**src/dca_pkg.sv**
```systemverilog
// shared constants and types for the dual channel allegiance arbiter
package dca_pkg;

  typedef enum logic [2:0] {
    DCA_NEUTRAL    = 3'b000,
    DCA_SHORT      = 3'b001,
    DCA_PRESENT    = 3'b010,
    DCA_IMPLICIT   = 3'b011,
    DCA_CONTINGENT = 3'b100
  } dca_state_e;

  typedef enum logic [1:0] {
    DCA_K_NONE  = 2'b00,
    DCA_K_UNTAG = 2'b01,
    DCA_K_ISEL  = 2'b10,
    DCA_K_DE    = 2'b11
  } dca_kind_e;

  // status bytes
  localparam logic [7:0] ST_ZERO     = 8'h00;
  localparam logic [7:0] ST_UNIT_CHK = 8'h02;
  localparam logic [7:0] ST_DEV_END  = 8'h04;
  localparam logic [7:0] ST_CE_DE    = 8'h0C;
  localparam logic [7:0] ST_DEV_BUSY = 8'h10;
  localparam logic [7:0] ST_CU_BUSY  = 8'h70;

  // command bytes
  localparam logic [7:0] CMD_TIO  = 8'h00;
  localparam logic [7:0] CMD_NOOP = 8'h03;

  // pin bundle layout, two bits (A, B) per signal
  localparam int PIN_W   = 14;
  localparam int P_SEL   = 0;
  localparam int P_ADDR  = 2;
  localparam int P_SYSR  = 4;
  localparam int P_SELR  = 6;
  localparam int P_ACC   = 8;
  localparam int P_STACK = 10;
  localparam int P_PANEL = 12;

  // reset values
  localparam logic [1:0] RST_PAIR = 2'b00;
  localparam logic [7:0] RST_BYTE = 8'h00;

endpackage : dca_pkg

```
**src/dca_pin_if.sv**
```systemverilog
// channel pin bundle passed between the synchroniser and the arbiter
interface dca_pin_if;
  logic [dca_pkg::PIN_W-1:0] raw;
  logic [dca_pkg::PIN_W-1:0] synced;

  modport syncer (input raw, output synced);
  modport user   (output raw, input synced);
endinterface : dca_pin_if

```
**src/dca_sync.sv**
```systemverilog
// two flip-flop synchroniser for the channel pin bundle
module dca_sync (
  input wire logic mclk,
  input wire logic rst_b,
  dca_pin_if.syncer pins
);

  logic [dca_pkg::PIN_W-1:0] meta_r;
  logic [dca_pkg::PIN_W-1:0] sync_r;

  // meta_r feeds sync_r only; nothing else may look at it
  always_ff @(posedge mclk or negedge rst_b) begin
    if (!rst_b) begin
      meta_r <= '0;
      sync_r <= '0;
    end else begin
      meta_r <= pins.raw;
      sync_r <= meta_r;
    end
  end

  assign pins.synced = sync_r;

endmodule : dca_sync

```
**src/dca_arbiter.sv**
```systemverilog
// allegiance arbiter binding the channel adapter to channel interface A or B
module dca_arbiter (
  input  wire logic        mclk,
  input  wire logic        rst_b,
  input  wire logic [1:0]  sel_out,
  input  wire logic [1:0]  addr_match,
  input  wire logic [1:0]  sys_reset_in,
  input  wire logic [1:0]  selective_reset_in,
  input  wire logic [1:0]  chan_accept,
  input  wire logic [1:0]  chan_stack,
  input  wire logic [1:0]  panel_on,
  input  wire logic [1:0]  if_enable,
  input  wire logic        async_start,
  input  wire logic [7:0]  async_status,
  input  wire logic        cmd_valid,
  input  wire logic [7:0]  cmd_byte,
  input  wire logic        cmd_chain,
  input  wire logic        end_valid,
  input  wire logic [7:0]  end_status,
  input  wire logic        end_chain,
  input  wire logic        if_disconnect,
  input  wire logic        sw_reset_neutral,
  input  wire logic        sw_present_de,
  input  wire logic        sw_cmd_decoded,
  input  wire logic        allow_disable,
  input  wire logic        prog_int_pend,
  input  wire logic        isel_int_clr,
  input  wire logic        ds_int_clr,
  output logic [1:0]       req_in,
  output logic [1:0]       sel_bypass,
  output logic [1:0]       connect,
  output logic [1:0]       status_in,
  output logic [15:0]      status_byte,
  output logic             isel_int,
  output logic             ds_int,
  output logic [2:0]       allegiance,
  output logic             adapter_reset
);

  ////////////////////////////////////////////////////////////////////////////
  // pin synchronisation

  dca_pin_if pins ();

  assign pins.raw = {panel_on, chan_stack, chan_accept, selective_reset_in,
                     sys_reset_in, addr_match, sel_out};

  dca_sync u_sync (
    .mclk  (mclk),
    .rst_b (rst_b),
    .pins  (pins)
  );

  function automatic logic [1:0] pair(input logic [dca_pkg::PIN_W-1:0] v, input int pos);
    pair = v[pos +: 2];
  endfunction : pair

  function automatic logic [1:0] rise(input logic [1:0] now, input logic [1:0] was);
    rise = now & ~was;
  endfunction : rise

  logic [dca_pkg::PIN_W-1:0] prev_r;

  wire [1:0] sel_s   = pair(pins.synced, dca_pkg::P_SEL);
  wire [1:0] addr_s  = pair(pins.synced, dca_pkg::P_ADDR);
  wire [1:0] panel_s = pair(pins.synced, dca_pkg::P_PANEL);
  wire [1:0] sel_ev  = rise(sel_s, pair(prev_r, dca_pkg::P_SEL));
  wire [1:0] sysr_ev = rise(pair(pins.synced, dca_pkg::P_SYSR), pair(prev_r, dca_pkg::P_SYSR));
  wire [1:0] selr_ev = rise(pair(pins.synced, dca_pkg::P_SELR), pair(prev_r, dca_pkg::P_SELR));
  wire [1:0] acc_ev  = rise(pair(pins.synced, dca_pkg::P_ACC), pair(prev_r, dca_pkg::P_ACC));
  wire [1:0] stk_ev  = rise(pair(pins.synced, dca_pkg::P_STACK), pair(prev_r, dca_pkg::P_STACK));
  wire [1:0] pnl_off = pair(prev_r, dca_pkg::P_PANEL) & ~panel_s;
  wire [1:0] done_ev = acc_ev | stk_ev;

  ////////////////////////////////////////////////////////////////////////////
  // state

  dca_pkg::dca_state_e state_r, state_nxt;
  dca_pkg::dca_kind_e  kind_r, kind_nxt;
  dca_pkg::dca_state_e after_r, after_nxt;
  logic                owner_r, owner_nxt;
  logic [7:0]          pres_r, pres_nxt;
  logic                sel_untag_r, sel_untag_nxt;
  logic [1:0]          held_r, held_nxt;
  logic [1:0]          busy_r, busy_nxt;
  logic [1:0]          de_owed_r, de_owed_nxt;
  logic                untag_r, untag_nxt;
  logic [7:0]          async_r, async_nxt;
  logic                ending_r, ending_nxt;
  logic [7:0]          end_r, end_nxt;
  logic                end_chain_r, end_chain_nxt;
  logic                disc_r, disc_nxt;
  logic                dis_req_r, dis_req_nxt;
  logic                isel_r, isel_nxt;
  logic                ds_r, ds_nxt;
  logic                areset_nxt;

  ////////////////////////////////////////////////////////////////////////////
  // decode

  wire [1:0] en        = if_enable & panel_s;
  wire       neutral   = (state_r == dca_pkg::DCA_NEUTRAL);
  wire       long_term = (state_r == dca_pkg::DCA_IMPLICIT) ||
                         (state_r == dca_pkg::DCA_CONTINGENT);
  wire [1:0] owner_oh  = owner_r ? 2'b10 : 2'b01;
  wire [1:0] de_go     = de_owed_r & {2{~isel_r & ~ds_r & ~prog_int_pend}};
  wire       untag_go  = untag_r & ~isel_r & ~ds_r & ~(|de_go);
  // polls only ours while we request; everything else on a blocked side is passed on
  assign req_in     = {2{neutral}} & en & (de_go | {2{untag_go}});
  wire [1:0] ours   = req_in | addr_s;
  assign sel_bypass = sel_s & (~en | ~ours);
  wire [1:0] new_ev = (sel_ev | held_r) & en & ours;
  wire       pick   = ~new_ev[0];
  wire [1:0] pick_oh = pick ? 2'b10 : 2'b01;
  wire       is_tio  = (cmd_byte == dca_pkg::CMD_TIO);
  wire       is_noop = (cmd_byte == dca_pkg::CMD_NOOP);
  wire       full_both = &sysr_ev;
  wire       full_own  = !neutral && sysr_ev[owner_r];
  wire       final_de  = end_r[2] && !end_chain_r;

  assign connect     = {2{!neutral}} & owner_oh;
  assign status_in   = busy_r | ({2{(state_r == dca_pkg::DCA_PRESENT) ||
                                    (state_r == dca_pkg::DCA_IMPLICIT && ending_r)}} & owner_oh);
  assign allegiance  = state_r;
  assign isel_int    = isel_r;
  assign ds_int      = ds_r;

  logic [15:0] stat_r, stat_nxt;
  logic        areset_r;
  assign status_byte   = stat_r;
  assign adapter_reset = areset_r;

  ////////////////////////////////////////////////////////////////////////////
  // next state

  always_comb begin
    state_nxt     = state_r;
    kind_nxt      = kind_r;
    after_nxt     = after_r;
    owner_nxt     = owner_r;
    pres_nxt      = pres_r;
    sel_untag_nxt = sel_untag_r;
    held_nxt      = held_r;
    busy_nxt      = busy_r;
    de_owed_nxt   = de_owed_r;
    untag_nxt     = untag_r;
    async_nxt     = async_r;
    ending_nxt    = ending_r;
    end_nxt       = end_r;
    end_chain_nxt = end_chain_r;
    disc_nxt      = disc_r;
    dis_req_nxt   = dis_req_r;
    isel_nxt      = isel_r & ~isel_int_clr;
    ds_nxt        = ds_r & ~ds_int_clr;
    stat_nxt      = stat_r;
    areset_nxt    = 1'b0;

    if (async_start) begin
      untag_nxt = 1'b1;
      async_nxt = async_status;
    end
    if (allow_disable || (long_term && |(pnl_off & owner_oh)))
      dis_req_nxt = 1'b1;
    if (end_valid) begin
      ending_nxt    = 1'b1;
      end_nxt       = end_status;
      end_chain_nxt = end_chain;
      stat_nxt[owner_r*8 +: 8] = end_status;
    end
    if (if_disconnect)
      disc_nxt = 1'b1;

    for (int s = 0; s < 2; s++) begin
      if (busy_r[s] && done_ev[s]) begin
        busy_nxt[s] = 1'b0;
        if (!dis_req_r)
          de_owed_nxt[s] = 1'b1;
      end
    end

    case (state_r)
      dca_pkg::DCA_NEUTRAL: begin
        if (|new_ev) begin
          held_nxt[pick] = 1'b0;
          held_nxt[~pick] = held_r[~pick] | sel_ev[~pick];
          owner_nxt = pick;
          after_nxt = dca_pkg::DCA_NEUTRAL;
          if (isel_r) begin
            state_nxt = dca_pkg::DCA_PRESENT;
            kind_nxt  = dca_pkg::DCA_K_NONE;
            pres_nxt  = dca_pkg::ST_CU_BUSY;
          end else if (req_in[pick] && de_go[pick]) begin
            state_nxt = dca_pkg::DCA_PRESENT;
            kind_nxt  = dca_pkg::DCA_K_DE;
            pres_nxt  = dca_pkg::ST_DEV_END | (untag_r ? async_r : dca_pkg::RST_BYTE);
          end else if (req_in[pick]) begin
            state_nxt = dca_pkg::DCA_PRESENT;
            kind_nxt  = dca_pkg::DCA_K_UNTAG;
            pres_nxt  = async_r;
          end else begin
            state_nxt     = dca_pkg::DCA_SHORT;
            sel_untag_nxt = untag_r;
          end
          stat_nxt[pick*8 +: 8] = pres_nxt;
        end
      end
      dca_pkg::DCA_SHORT: begin
        if (cmd_valid) begin
          state_nxt = dca_pkg::DCA_PRESENT;
          kind_nxt  = dca_pkg::DCA_K_NONE;
          after_nxt = dca_pkg::DCA_NEUTRAL;
          if (sel_untag_r) begin
            kind_nxt = dca_pkg::DCA_K_ISEL;
            pres_nxt = async_r | (is_tio ? dca_pkg::RST_BYTE : dca_pkg::ST_DEV_BUSY);
          end else if (is_noop && !cmd_chain) begin
            pres_nxt = dca_pkg::ST_CE_DE;
          end else if (is_tio) begin
            pres_nxt = dca_pkg::ST_ZERO;
          end else begin
            pres_nxt  = dca_pkg::ST_ZERO;
            after_nxt = dca_pkg::DCA_IMPLICIT;
          end
          stat_nxt[owner_r*8 +: 8] = pres_nxt;
        end
      end
      dca_pkg::DCA_PRESENT: begin
        if (done_ev[owner_r]) begin
          state_nxt  = after_r;
          disc_nxt   = 1'b0;
          ending_nxt = 1'b0;
          case (kind_r)
            dca_pkg::DCA_K_UNTAG: begin
              ds_nxt    = 1'b1;
              untag_nxt = 1'b0;
            end
            dca_pkg::DCA_K_ISEL: begin
              isel_nxt  = 1'b1;
              untag_nxt = 1'b0;
            end
            dca_pkg::DCA_K_DE: begin
              de_owed_nxt[owner_r] = 1'b0;
              untag_nxt = 1'b0;
            end
            default: begin
            end
          endcase
        end
      end
      dca_pkg::DCA_IMPLICIT: begin
        if (ending_r && done_ev[owner_r]) begin
          ending_nxt = 1'b0;
          if (final_de)
            state_nxt = (end_r & dca_pkg::ST_UNIT_CHK) != dca_pkg::RST_BYTE ?
                        dca_pkg::DCA_CONTINGENT : dca_pkg::DCA_NEUTRAL;
        end
        if (disc_r && (sw_reset_neutral || sw_present_de))
          state_nxt = dca_pkg::DCA_NEUTRAL;
      end
      dca_pkg::DCA_CONTINGENT: begin
        if (sw_cmd_decoded)
          state_nxt = dca_pkg::DCA_NEUTRAL;
      end
      default: state_nxt = dca_pkg::DCA_NEUTRAL;
    endcase

    // opposite side while the adapter belongs to the owner
    if (!neutral && ((sel_ev[~owner_r] && en[~owner_r] && addr_s[~owner_r]) ||
                     held_r[~owner_r])) begin
      if (long_term && !busy_r[~owner_r]) begin
        busy_nxt[~owner_r] = 1'b1;
        held_nxt[~owner_r] = 1'b0;
        stat_nxt[(owner_r ? 0 : 8) +: 8] = dca_pkg::ST_DEV_BUSY;
      end else if (!long_term) begin
        held_nxt[~owner_r] = 1'b1;
      end
    end

    if (!neutral && state_nxt == dca_pkg::DCA_NEUTRAL && long_term && dis_req_r) begin
      de_owed_nxt = dca_pkg::RST_PAIR;
      dis_req_nxt = 1'b0;
    end

    // channel resets take precedence over everything above
    if (full_both || full_own) begin
      state_nxt     = dca_pkg::DCA_NEUTRAL;
      kind_nxt      = dca_pkg::DCA_K_NONE;
      after_nxt     = dca_pkg::DCA_NEUTRAL;
      sel_untag_nxt = 1'b0;
      held_nxt      = dca_pkg::RST_PAIR;
      busy_nxt      = dca_pkg::RST_PAIR;
      untag_nxt     = 1'b0;
      ending_nxt    = 1'b0;
      disc_nxt      = 1'b0;
      dis_req_nxt   = 1'b0;
      ds_nxt        = 1'b0;
      isel_nxt      = 1'b1;
      areset_nxt    = 1'b1;
      de_owed_nxt   = full_both ? dca_pkg::RST_PAIR : (de_owed_r & ~owner_oh);
    end else begin
      de_owed_nxt = de_owed_nxt & ~sysr_ev;
      if (!neutral && selr_ev[owner_r]) begin
        state_nxt  = dca_pkg::DCA_NEUTRAL;
        isel_nxt   = 1'b1;
        ending_nxt = 1'b0;
        de_owed_nxt[owner_r] = 1'b0;
      end
    end
  end

  ////////////////////////////////////////////////////////////////////////////
  // registers

  always_ff @(posedge mclk or negedge rst_b) begin
    if (!rst_b) begin
      state_r     <= dca_pkg::DCA_NEUTRAL;
      kind_r      <= dca_pkg::DCA_K_NONE;
      after_r     <= dca_pkg::DCA_NEUTRAL;
      owner_r     <= 1'b0;
      pres_r      <= dca_pkg::RST_BYTE;
      sel_untag_r <= 1'b0;
      held_r      <= dca_pkg::RST_PAIR;
      busy_r      <= dca_pkg::RST_PAIR;
      de_owed_r   <= dca_pkg::RST_PAIR;
      untag_r     <= 1'b0;
      async_r     <= dca_pkg::RST_BYTE;
      ending_r    <= 1'b0;
      end_r       <= dca_pkg::RST_BYTE;
      end_chain_r <= 1'b0;
      disc_r      <= 1'b0;
      dis_req_r   <= 1'b0;
      isel_r      <= 1'b0;
      ds_r        <= 1'b0;
      stat_r      <= '0;
      areset_r    <= 1'b0;
      prev_r      <= '0;
    end else begin
      state_r     <= state_nxt;
      kind_r      <= kind_nxt;
      after_r     <= after_nxt;
      owner_r     <= owner_nxt;
      pres_r      <= pres_nxt;
      sel_untag_r <= sel_untag_nxt;
      held_r      <= held_nxt;
      busy_r      <= busy_nxt;
      de_owed_r   <= de_owed_nxt;
      untag_r     <= untag_nxt;
      async_r     <= async_nxt;
      ending_r    <= ending_nxt;
      end_r       <= end_nxt;
      end_chain_r <= end_chain_nxt;
      disc_r      <= disc_nxt;
      dis_req_r   <= dis_req_nxt;
      isel_r      <= isel_nxt;
      ds_r        <= ds_nxt;
      stat_r      <= stat_nxt;
      areset_r    <= areset_nxt;
      prev_r      <= pins.synced;
    end
  end

endmodule : dca_arbiter

```
**config.mk**
```make
export PLATFORM = sky130hd
export DESIGN_NAME = dca_arbiter
export DESIGN_NICKNAME = d
export VERILOG_FILES = /design/src/dca_pkg.sv /design/src/dca_pin_if.sv /design/src/dca_sync.sv /design/src/dca_arbiter.sv
export SDC_FILE = /design/constraint.sdc
export NUM_CORES = 1
export LEC_CHECK = 0
export BUFFER_PORTS_ARGS = -buffer_cell sky130_fd_sc_hd__buf_2
export CORE_ASPECT_RATIO = 2
export CORE_UTILIZATION = 60
export DETAILED_ROUTE_END_ITERATION = 16
export PLACE_DENSITY = 0.95
export REMOVE_ABC_BUFFERS = 1
export SLEW_MARGIN = 5
export SYNTH_ARGS = -nofsm -noshare
export SYNTH_HDL_FRONTEND = slang
export SYNTH_SLANG_ARGS = --single-unit
```
**constraint.sdc**
```tcl
create_clock -name mclk -period 6.5 [get_ports mclk]
set_input_delay 0.65 -clock mclk [delete_from_list [all_inputs] [get_ports mclk]]
set_output_delay 0.65 -clock mclk [all_outputs]
set_load 0.03 [all_outputs]
```
======== After elaboration in Yosys (flattened, before gate mapping) ========
Index checks and enable logic that the tools add are counted.
storage, ports and cells
  flip-flop bits (word level) ............. 101
  input bits .............................. 55
  output and inout port bits .............. 30
  logic and storage cells ................. 311
cells by class
  add/subtract/negate cells ............... 3
  order comparisons ....................... 8
  equality and inequality tests ........... 16
  shifts and indexed selects .............. 7
  multiplexer cells ....................... 144
  bitwise operators ....................... 60
  reductions and logical operators ........ 50
operators by type and width
  kind                        number
  $shiftx A8 B34 Y16          3
  $mux W8                     11
  $mux W16                    5
  $neg A4 Y34                 2
  $shift A8 B34 Y16 const A   2
  $mux W1                     67
  $bwmux W16                  4
  $mux W2                     30
  $and A2 B2 Y2               22
  $mux W3                     13
  $neg A4 Y33                 1
  $shift A8 B33 Y16 const A   1
  $shiftx A8 B33 Y16 const A  1
  $pmux W16 S2                1
  $not A2 Y2                  13
  $logic_and A1 B1 Y1         22
  $or A2 B2 Y2                8
  $pmux W8 S2                 1
  $pmux W3 S5                 1
  $eq A8 B2 Y1 const B        1
  $logic_not A8 Y1            1
  $lt A1 B2 Y1 const B        4
  $mux W4                     2
  $ne A2 B1 Y1 const B        4
  other kinds (31)            68

======== Longest topological paths before layout ========
  word-level depth ........................ 28
  gate-level depth with buffers ........... 10
  gate-level depth less buffers ........... 7

======== By module ========
A second synthesis with hierarchy kept.
unflattened totals
  cell total of the unflattened synthesis .. 514
  area, all modules ....................... 5072.4 um^2
modules (own cells, without submodules)
  module       instances  cells each  area each (um^2)  sequential area each (um^2)
  dca_arbiter  1          486         4371.7            1701.6
  dca_sync     1          28          700.7             700.7

======== Worst setup path after synthesis ========
OpenSTA, ideal clock, no wires.
  path kind ............................... reg-to-output
  start ................................... register state_r[2] (netlist: allegiance[2])
  end ..................................... output port sel_bypass[1]
  data arrival time ....................... 2.145 ns
  data required time ...................... 5.850 ns
  slack ................................... 3.705 ns
  stages on the path, launching flop included .. 7
  path buffers ............................ 2
  cells stage by stage .................... dfrtp_1 clkbuf_1 or3_1 buf_6 nor2_4 and3_1 a211oi_1
on the way
  cells in the longest elaborated chain, start to end .. 7
RTL lines
  item                         line                RTL
  from (decl)                  dca_arbiter.sv:78   dca_pkg::dca_state_e state_r, state_nxt;
  from (signal assigned)       dca_arbiter.sv:315  state_r <= dca_pkg::DCA_NEUTRAL;
  from (signal assigned)       dca_arbiter.sv:337  state_r <= state_nxt;
  $logic_not A3 Y1             dca_arbiter.sv:102  wire neutral = (state_r == dca_pkg::DCA_NEUTRAL);
  $and A2 B2 Y2 (2 in series)  dca_arbiter.sv:109  assign req_in = {2{neutral}} & en & (de_go | {2{untag_go}});
  named net req_in[1]          dca_arbiter.sv:29   output logic [1:0] req_in,
  $or A2 B2 Y2                 dca_arbiter.sv:110  wire [1:0] ours = req_in | addr_s;
  $not A2 Y2                   dca_arbiter.sv:111  assign sel_bypass = sel_s & (~en | ~ours);
  $or A2 B2 Y2                 dca_arbiter.sv:111
  $and A2 B2 Y2                dca_arbiter.sv:111
  to (decl)                    dca_arbiter.sv:30   output logic [1:0] sel_bypass,
The timed path passes the listed nets, and every way through them passes these cells.

======== Worst setup path in the final report ========
  start ................................... register isel_r (netlist: isel_int)
  end ..................................... register stat_r[10] (netlist: status_byte[10])
on the way
  cells in the longest elaborated chain, start to end .. 25
  elaborated cells between the ends (all ways) .. 34
  those cells by class .................... add/sub (1); shift (2); mux (15); bitwise (13); reduce/logical (3)
RTL lines
  item                         line                                    RTL
  from (decl)                  dca_arbiter.sv:94                       logic isel_r, isel_nxt;
  from (signal assigned)       dca_arbiter.sv:353                      isel_r <= isel_nxt;
  $not A1 Y1                   dca_arbiter.sv:106, dca_arbiter.sv:107
  $and A1 B1 Y1 (2 in series)  dca_arbiter.sv:106                      wire [1:0] de_go = de_owed_r & {2{~isel_r & ~ds_r & ~prog_int_pend}};
  $and A2 B2 Y2                dca_arbiter.sv:106
  $reduce_or A2 Y1             dca_arbiter.sv:107                      wire untag_go = untag_r & ~isel_r & ~ds_r & ~(|de_go);
  $not A1 Y1                   dca_arbiter.sv:107
  $and A1 B1 Y1                dca_arbiter.sv:107
  $or A2 B2 Y2                 dca_arbiter.sv:109
  $and A2 B2 Y2                dca_arbiter.sv:109
  (+9 left out)                n/a
  $shiftx A8 B34 Y16           dca_arbiter.sv:204                      stat_nxt[pick*8 +: 8] = pres_nxt;
  $bwmux W16                   dca_arbiter.sv:204
  $mux W16 *                   dca_arbiter.sv:183                      if (|new_ev) begin
  $pmux W16 S2 *               dca_arbiter.sv:181                      case (state_r)
  $bwmux W16                   dca_arbiter.sv:272                      stat_nxt[(owner_r ? 0 : 8) +: 8] = dca_pkg::ST_DEV_BUSY;
  $mux W16                     dca_arbiter.sv:269                      if (long_term && !busy_r[~owner_r]) begin
  $mux W16 *                   dca_arbiter.sv:267                      if (!neutral && ((sel_ev[~owner_r] && en[~owner_r] && addr_s[~owner_r]) ||
  named net stat_nxt[10]       dca_arbiter.sv:128                      logic [15:0] stat_r, stat_nxt;
  to (signal assigned)         dca_arbiter.sv:355                      stat_r <= stat_nxt;
  to (decl)                    dca_arbiter.sv:128
The timed path passes the listed nets; every way through them passes the cells marked *. The select of a mux whose other input is x is not followed.
A chain may end at the register's enable or synchronous reset.

==> results.toml <==
[critical_path]
critPathMaxStageDelay_ns = 0.67
critical-path-slowest-cell = "nor3_1"
r2r_slack_ns = 3.35
crit_chain = "nor2_1, a21oi_1, nor3_1, mux2i_1, o31ai_1, o221ai_1"
critPathMaxFanout = 13
cp.arrival_ns = 3.33
cp_num_buf_inv = 0
critPathLaunchType = "register"
startpoint = "isel_int"
critical_path.top_delay_family = "simple AND/OR/NAND/NOR gates"
worstPathRequired_ns = 6.68
crit_path_end = "status_byte[10]"
r2r_cells = 6
critical_path_class = "reg -> reg"
crit-reg2reg-launch = "isel_int"
r2r_end = "status_byte[10]"
endpoint_kind = "register"
worstSetupPathDepth = 6

[floorplan]
dieArea_sq_um = 8270
die_h_microns = 128
start_util_pct = 62.3
std_cell_rows = 45
die_w_microns = 64.8
io_pins = 85
coreArea_sq_um = 7600

[clock_network]
clockBufferDepth = 2
cts_tree = "yes"
root_buffer = "clkbuf_16"
clkSlewWorstSetupHoldPaths_ns = 0.07
clkLatencyLatePin_ns = 0.35
cts_resized = 0
h-tree-depth = 3
cts.sinks = 96
hold_buffers = 0
cts_made_buffers = 9
post-cts-setup-buffer-count = 0

[power_and_ir_drop]
switching_power_mw = 1.19
finalPower_mw = 2.56
p_comb_share_pct = 45.3
power_frac_clock_pct = 20.1
swShare_pct = 46.5
max-vdd-ir-drop_v = 0.000275
p_int_mw = 1.37
powerDensity_nw_per_um2 = 464
p_leak_nw = 2.51
pwr-share-seq_pct = 34.6

[run]
maxCapViolCount = 0

[drt]
remaining_drc_errors = 0
route.vias.total = 4469
drtAntennaViolNets = 0
first_iter_violations = 482
vias_per_cell = 6.83
drt-pass1-iter-count = 5
routed_wl_mm = 15.6
wl_per_cell_microns = 23.8

[global_routing]
grt_max_degree = 68
grt_use_total_pct = 40.1
grt_pass1_wl_mm = 24.0
grt_overflow = 0
grt_pass1_vias = 4594
antenna_found_initial = 0

[synth]
yosys_warnings = 0
synthTopCellsByArea = "dfrtp_1 51%, a21oi_1 3.2%, mux2i_1 3.2%"
synth_top_area_cell = "dfrtp_1"
synth.top_cell.area_share_pct = 50.7
synth.distinct_cells = 63
syn_inst = 474
synth-edff-count = 0
synth_area_sq_um = 4740
seq_area_frac_synth_pct = 50.7
ys_ff_latch = 96
synth_async_sr_flop_share_pct = 100
syn_area_per_cell_sq_um = 9.99
synthTopCellsByCount = "96 x dfrtp_1, 39 x nand2_1, 36 x nor2_1"
synth_flop_cell = "dfrtp_1"
yosysMostFrequentCell = "dfrtp_1"

[placed_design]
dpl.cell_count = 638
gp_congestion = 1.02
port_buffers = 84
dp_hpwl_mm = 11.8

[sta]
timing.setup.tns_ns = 0
finalSetupViolCount = 0
fmax_mhz = 318
finClkSkew_ns = 0.00848
finalCriticalPeriod_ns = 3.15
grt_setup_unrepaired = "false"
period_share_pct = 48.4
relSlewSlack_pct = 24.6
worst_pin_slew_ns = 1.12
hold_viol = 0
report.final.slew_viol_count = 0

[layout]
syn2layout_area_growth_pct = 16.3
antenna_cells = 0
utilization_pct = 72.5
drive_gt1_share_pct = 22.9
fin_cells = 654
num-nets-final = 610
nFillCells = 590

[hold_path]
hold_path.class = "in -> async"

[run_status]
outcome = "finished clean"
per-layer routing:
metal  global-route usage [%]  wire length [microns]
met1                     39.7                   5080
met3                     9.11                   1020
met4                     32.2                   1260
met5                        0                      0
met2                     69.2                   8210
registers in the layout, summed over array words and instances, names as in the netlist, 2 cells and up:
signal / count
allegiance: 3
async_r: 8
busy_r: 2
de_owed_r: 2
end_r: 2
held_r: 2
kind_r: 2
pres_r: 8
prev_r: 12
status_byte: 16
u_sync.meta_r: 14
u_sync.pins.synced: 14
power by group through the flow:
stage	combinational [mW]	sequential, mW	clock, mW
after floorplan	0.660	0.950	0
after global placement	1.11	0.879	0
after detailed placement	1.12	0.887	0
after CTS	1.13	0.876	0.514
after global routing	1.23	0.897	0.530
final	1.16	0.885	0.514
cell type report:
class	count	area, sq um	share of cell area (%)
repair buffers	87	445	8.09
clock buffers	9	225	4.09
inverters	24	90.1	1.64
multi-input cells	337	2160	39.3
clock inverters	7	63.8	1.16
well taps	94	118	2.13
flip-flops and latches	96	2400	43.6
metrics by stage:
step           area, sq um  hold WS (ns)  setup slack (ns)
2_1_floorplan         4660         0.331              3.56
3_3_place_gp          5220         0.335              3.36
3_5_place_dp          5220         0.336              3.45
4_1_cts               5510         0.230              3.45
5_1_grt               5510         0.255              3.30
6_report              5510         0.230              3.35
cells in the final DEF, fill, tap and decap left out, drive strengths merged, types with 3 or more instances in the layout:
cell,count
inv,27
clkbuf,9
and2,5
nand2,39
a221oi,3
nor3,13
mux2,13
nor4,6
or2,3
buf,87
nor2,37
o211ai,5
o21bai,3
o22ai,14
nand3,10
nand4,5
or4,3
and3,12
a31oi,10
a211oi,9
mux2i,15
o32ai,4
o31ai,4
a32oi,6
nand2b,8
a21oi,30
a2111oi,3
o21ai,29
a22oi,4
nor2b,8
nand3b,3
dfrtp,96
o221ai,7
or3,5
logic make-up after synthesis:
logic type / count (synthesis) / synth area share, %
AOI/OAI and AO/OA: 149 / 21.5
DFF: 96 / 50.7
and+or+nand+nor: 160 / 18.0
buffers and inverters: 41 / 3.57
muxes: 28 / 6.26
worst min path at each step:
stage	startpoint	end	slack, ns	depth (start not counted)
CTS	rst_b	u_sync.meta_r[10]	0.23	1
floorplan	u_sync.meta_r[0]	u_sync.pins.synced[0]	0.33	0
detailed placement	u_sync.meta_r[0]	u_sync.pins.synced[0]	0.34	0
global route	rst_b	prev_r[11]	0.25	1
global placement	u_sync.meta_r[8]	u_sync.pins.synced[8]	0.34	0
finish	rst_b	u_sync.pins.synced[9]	0.23	1
Note: power is estimated with default switching activity, not from simulation.
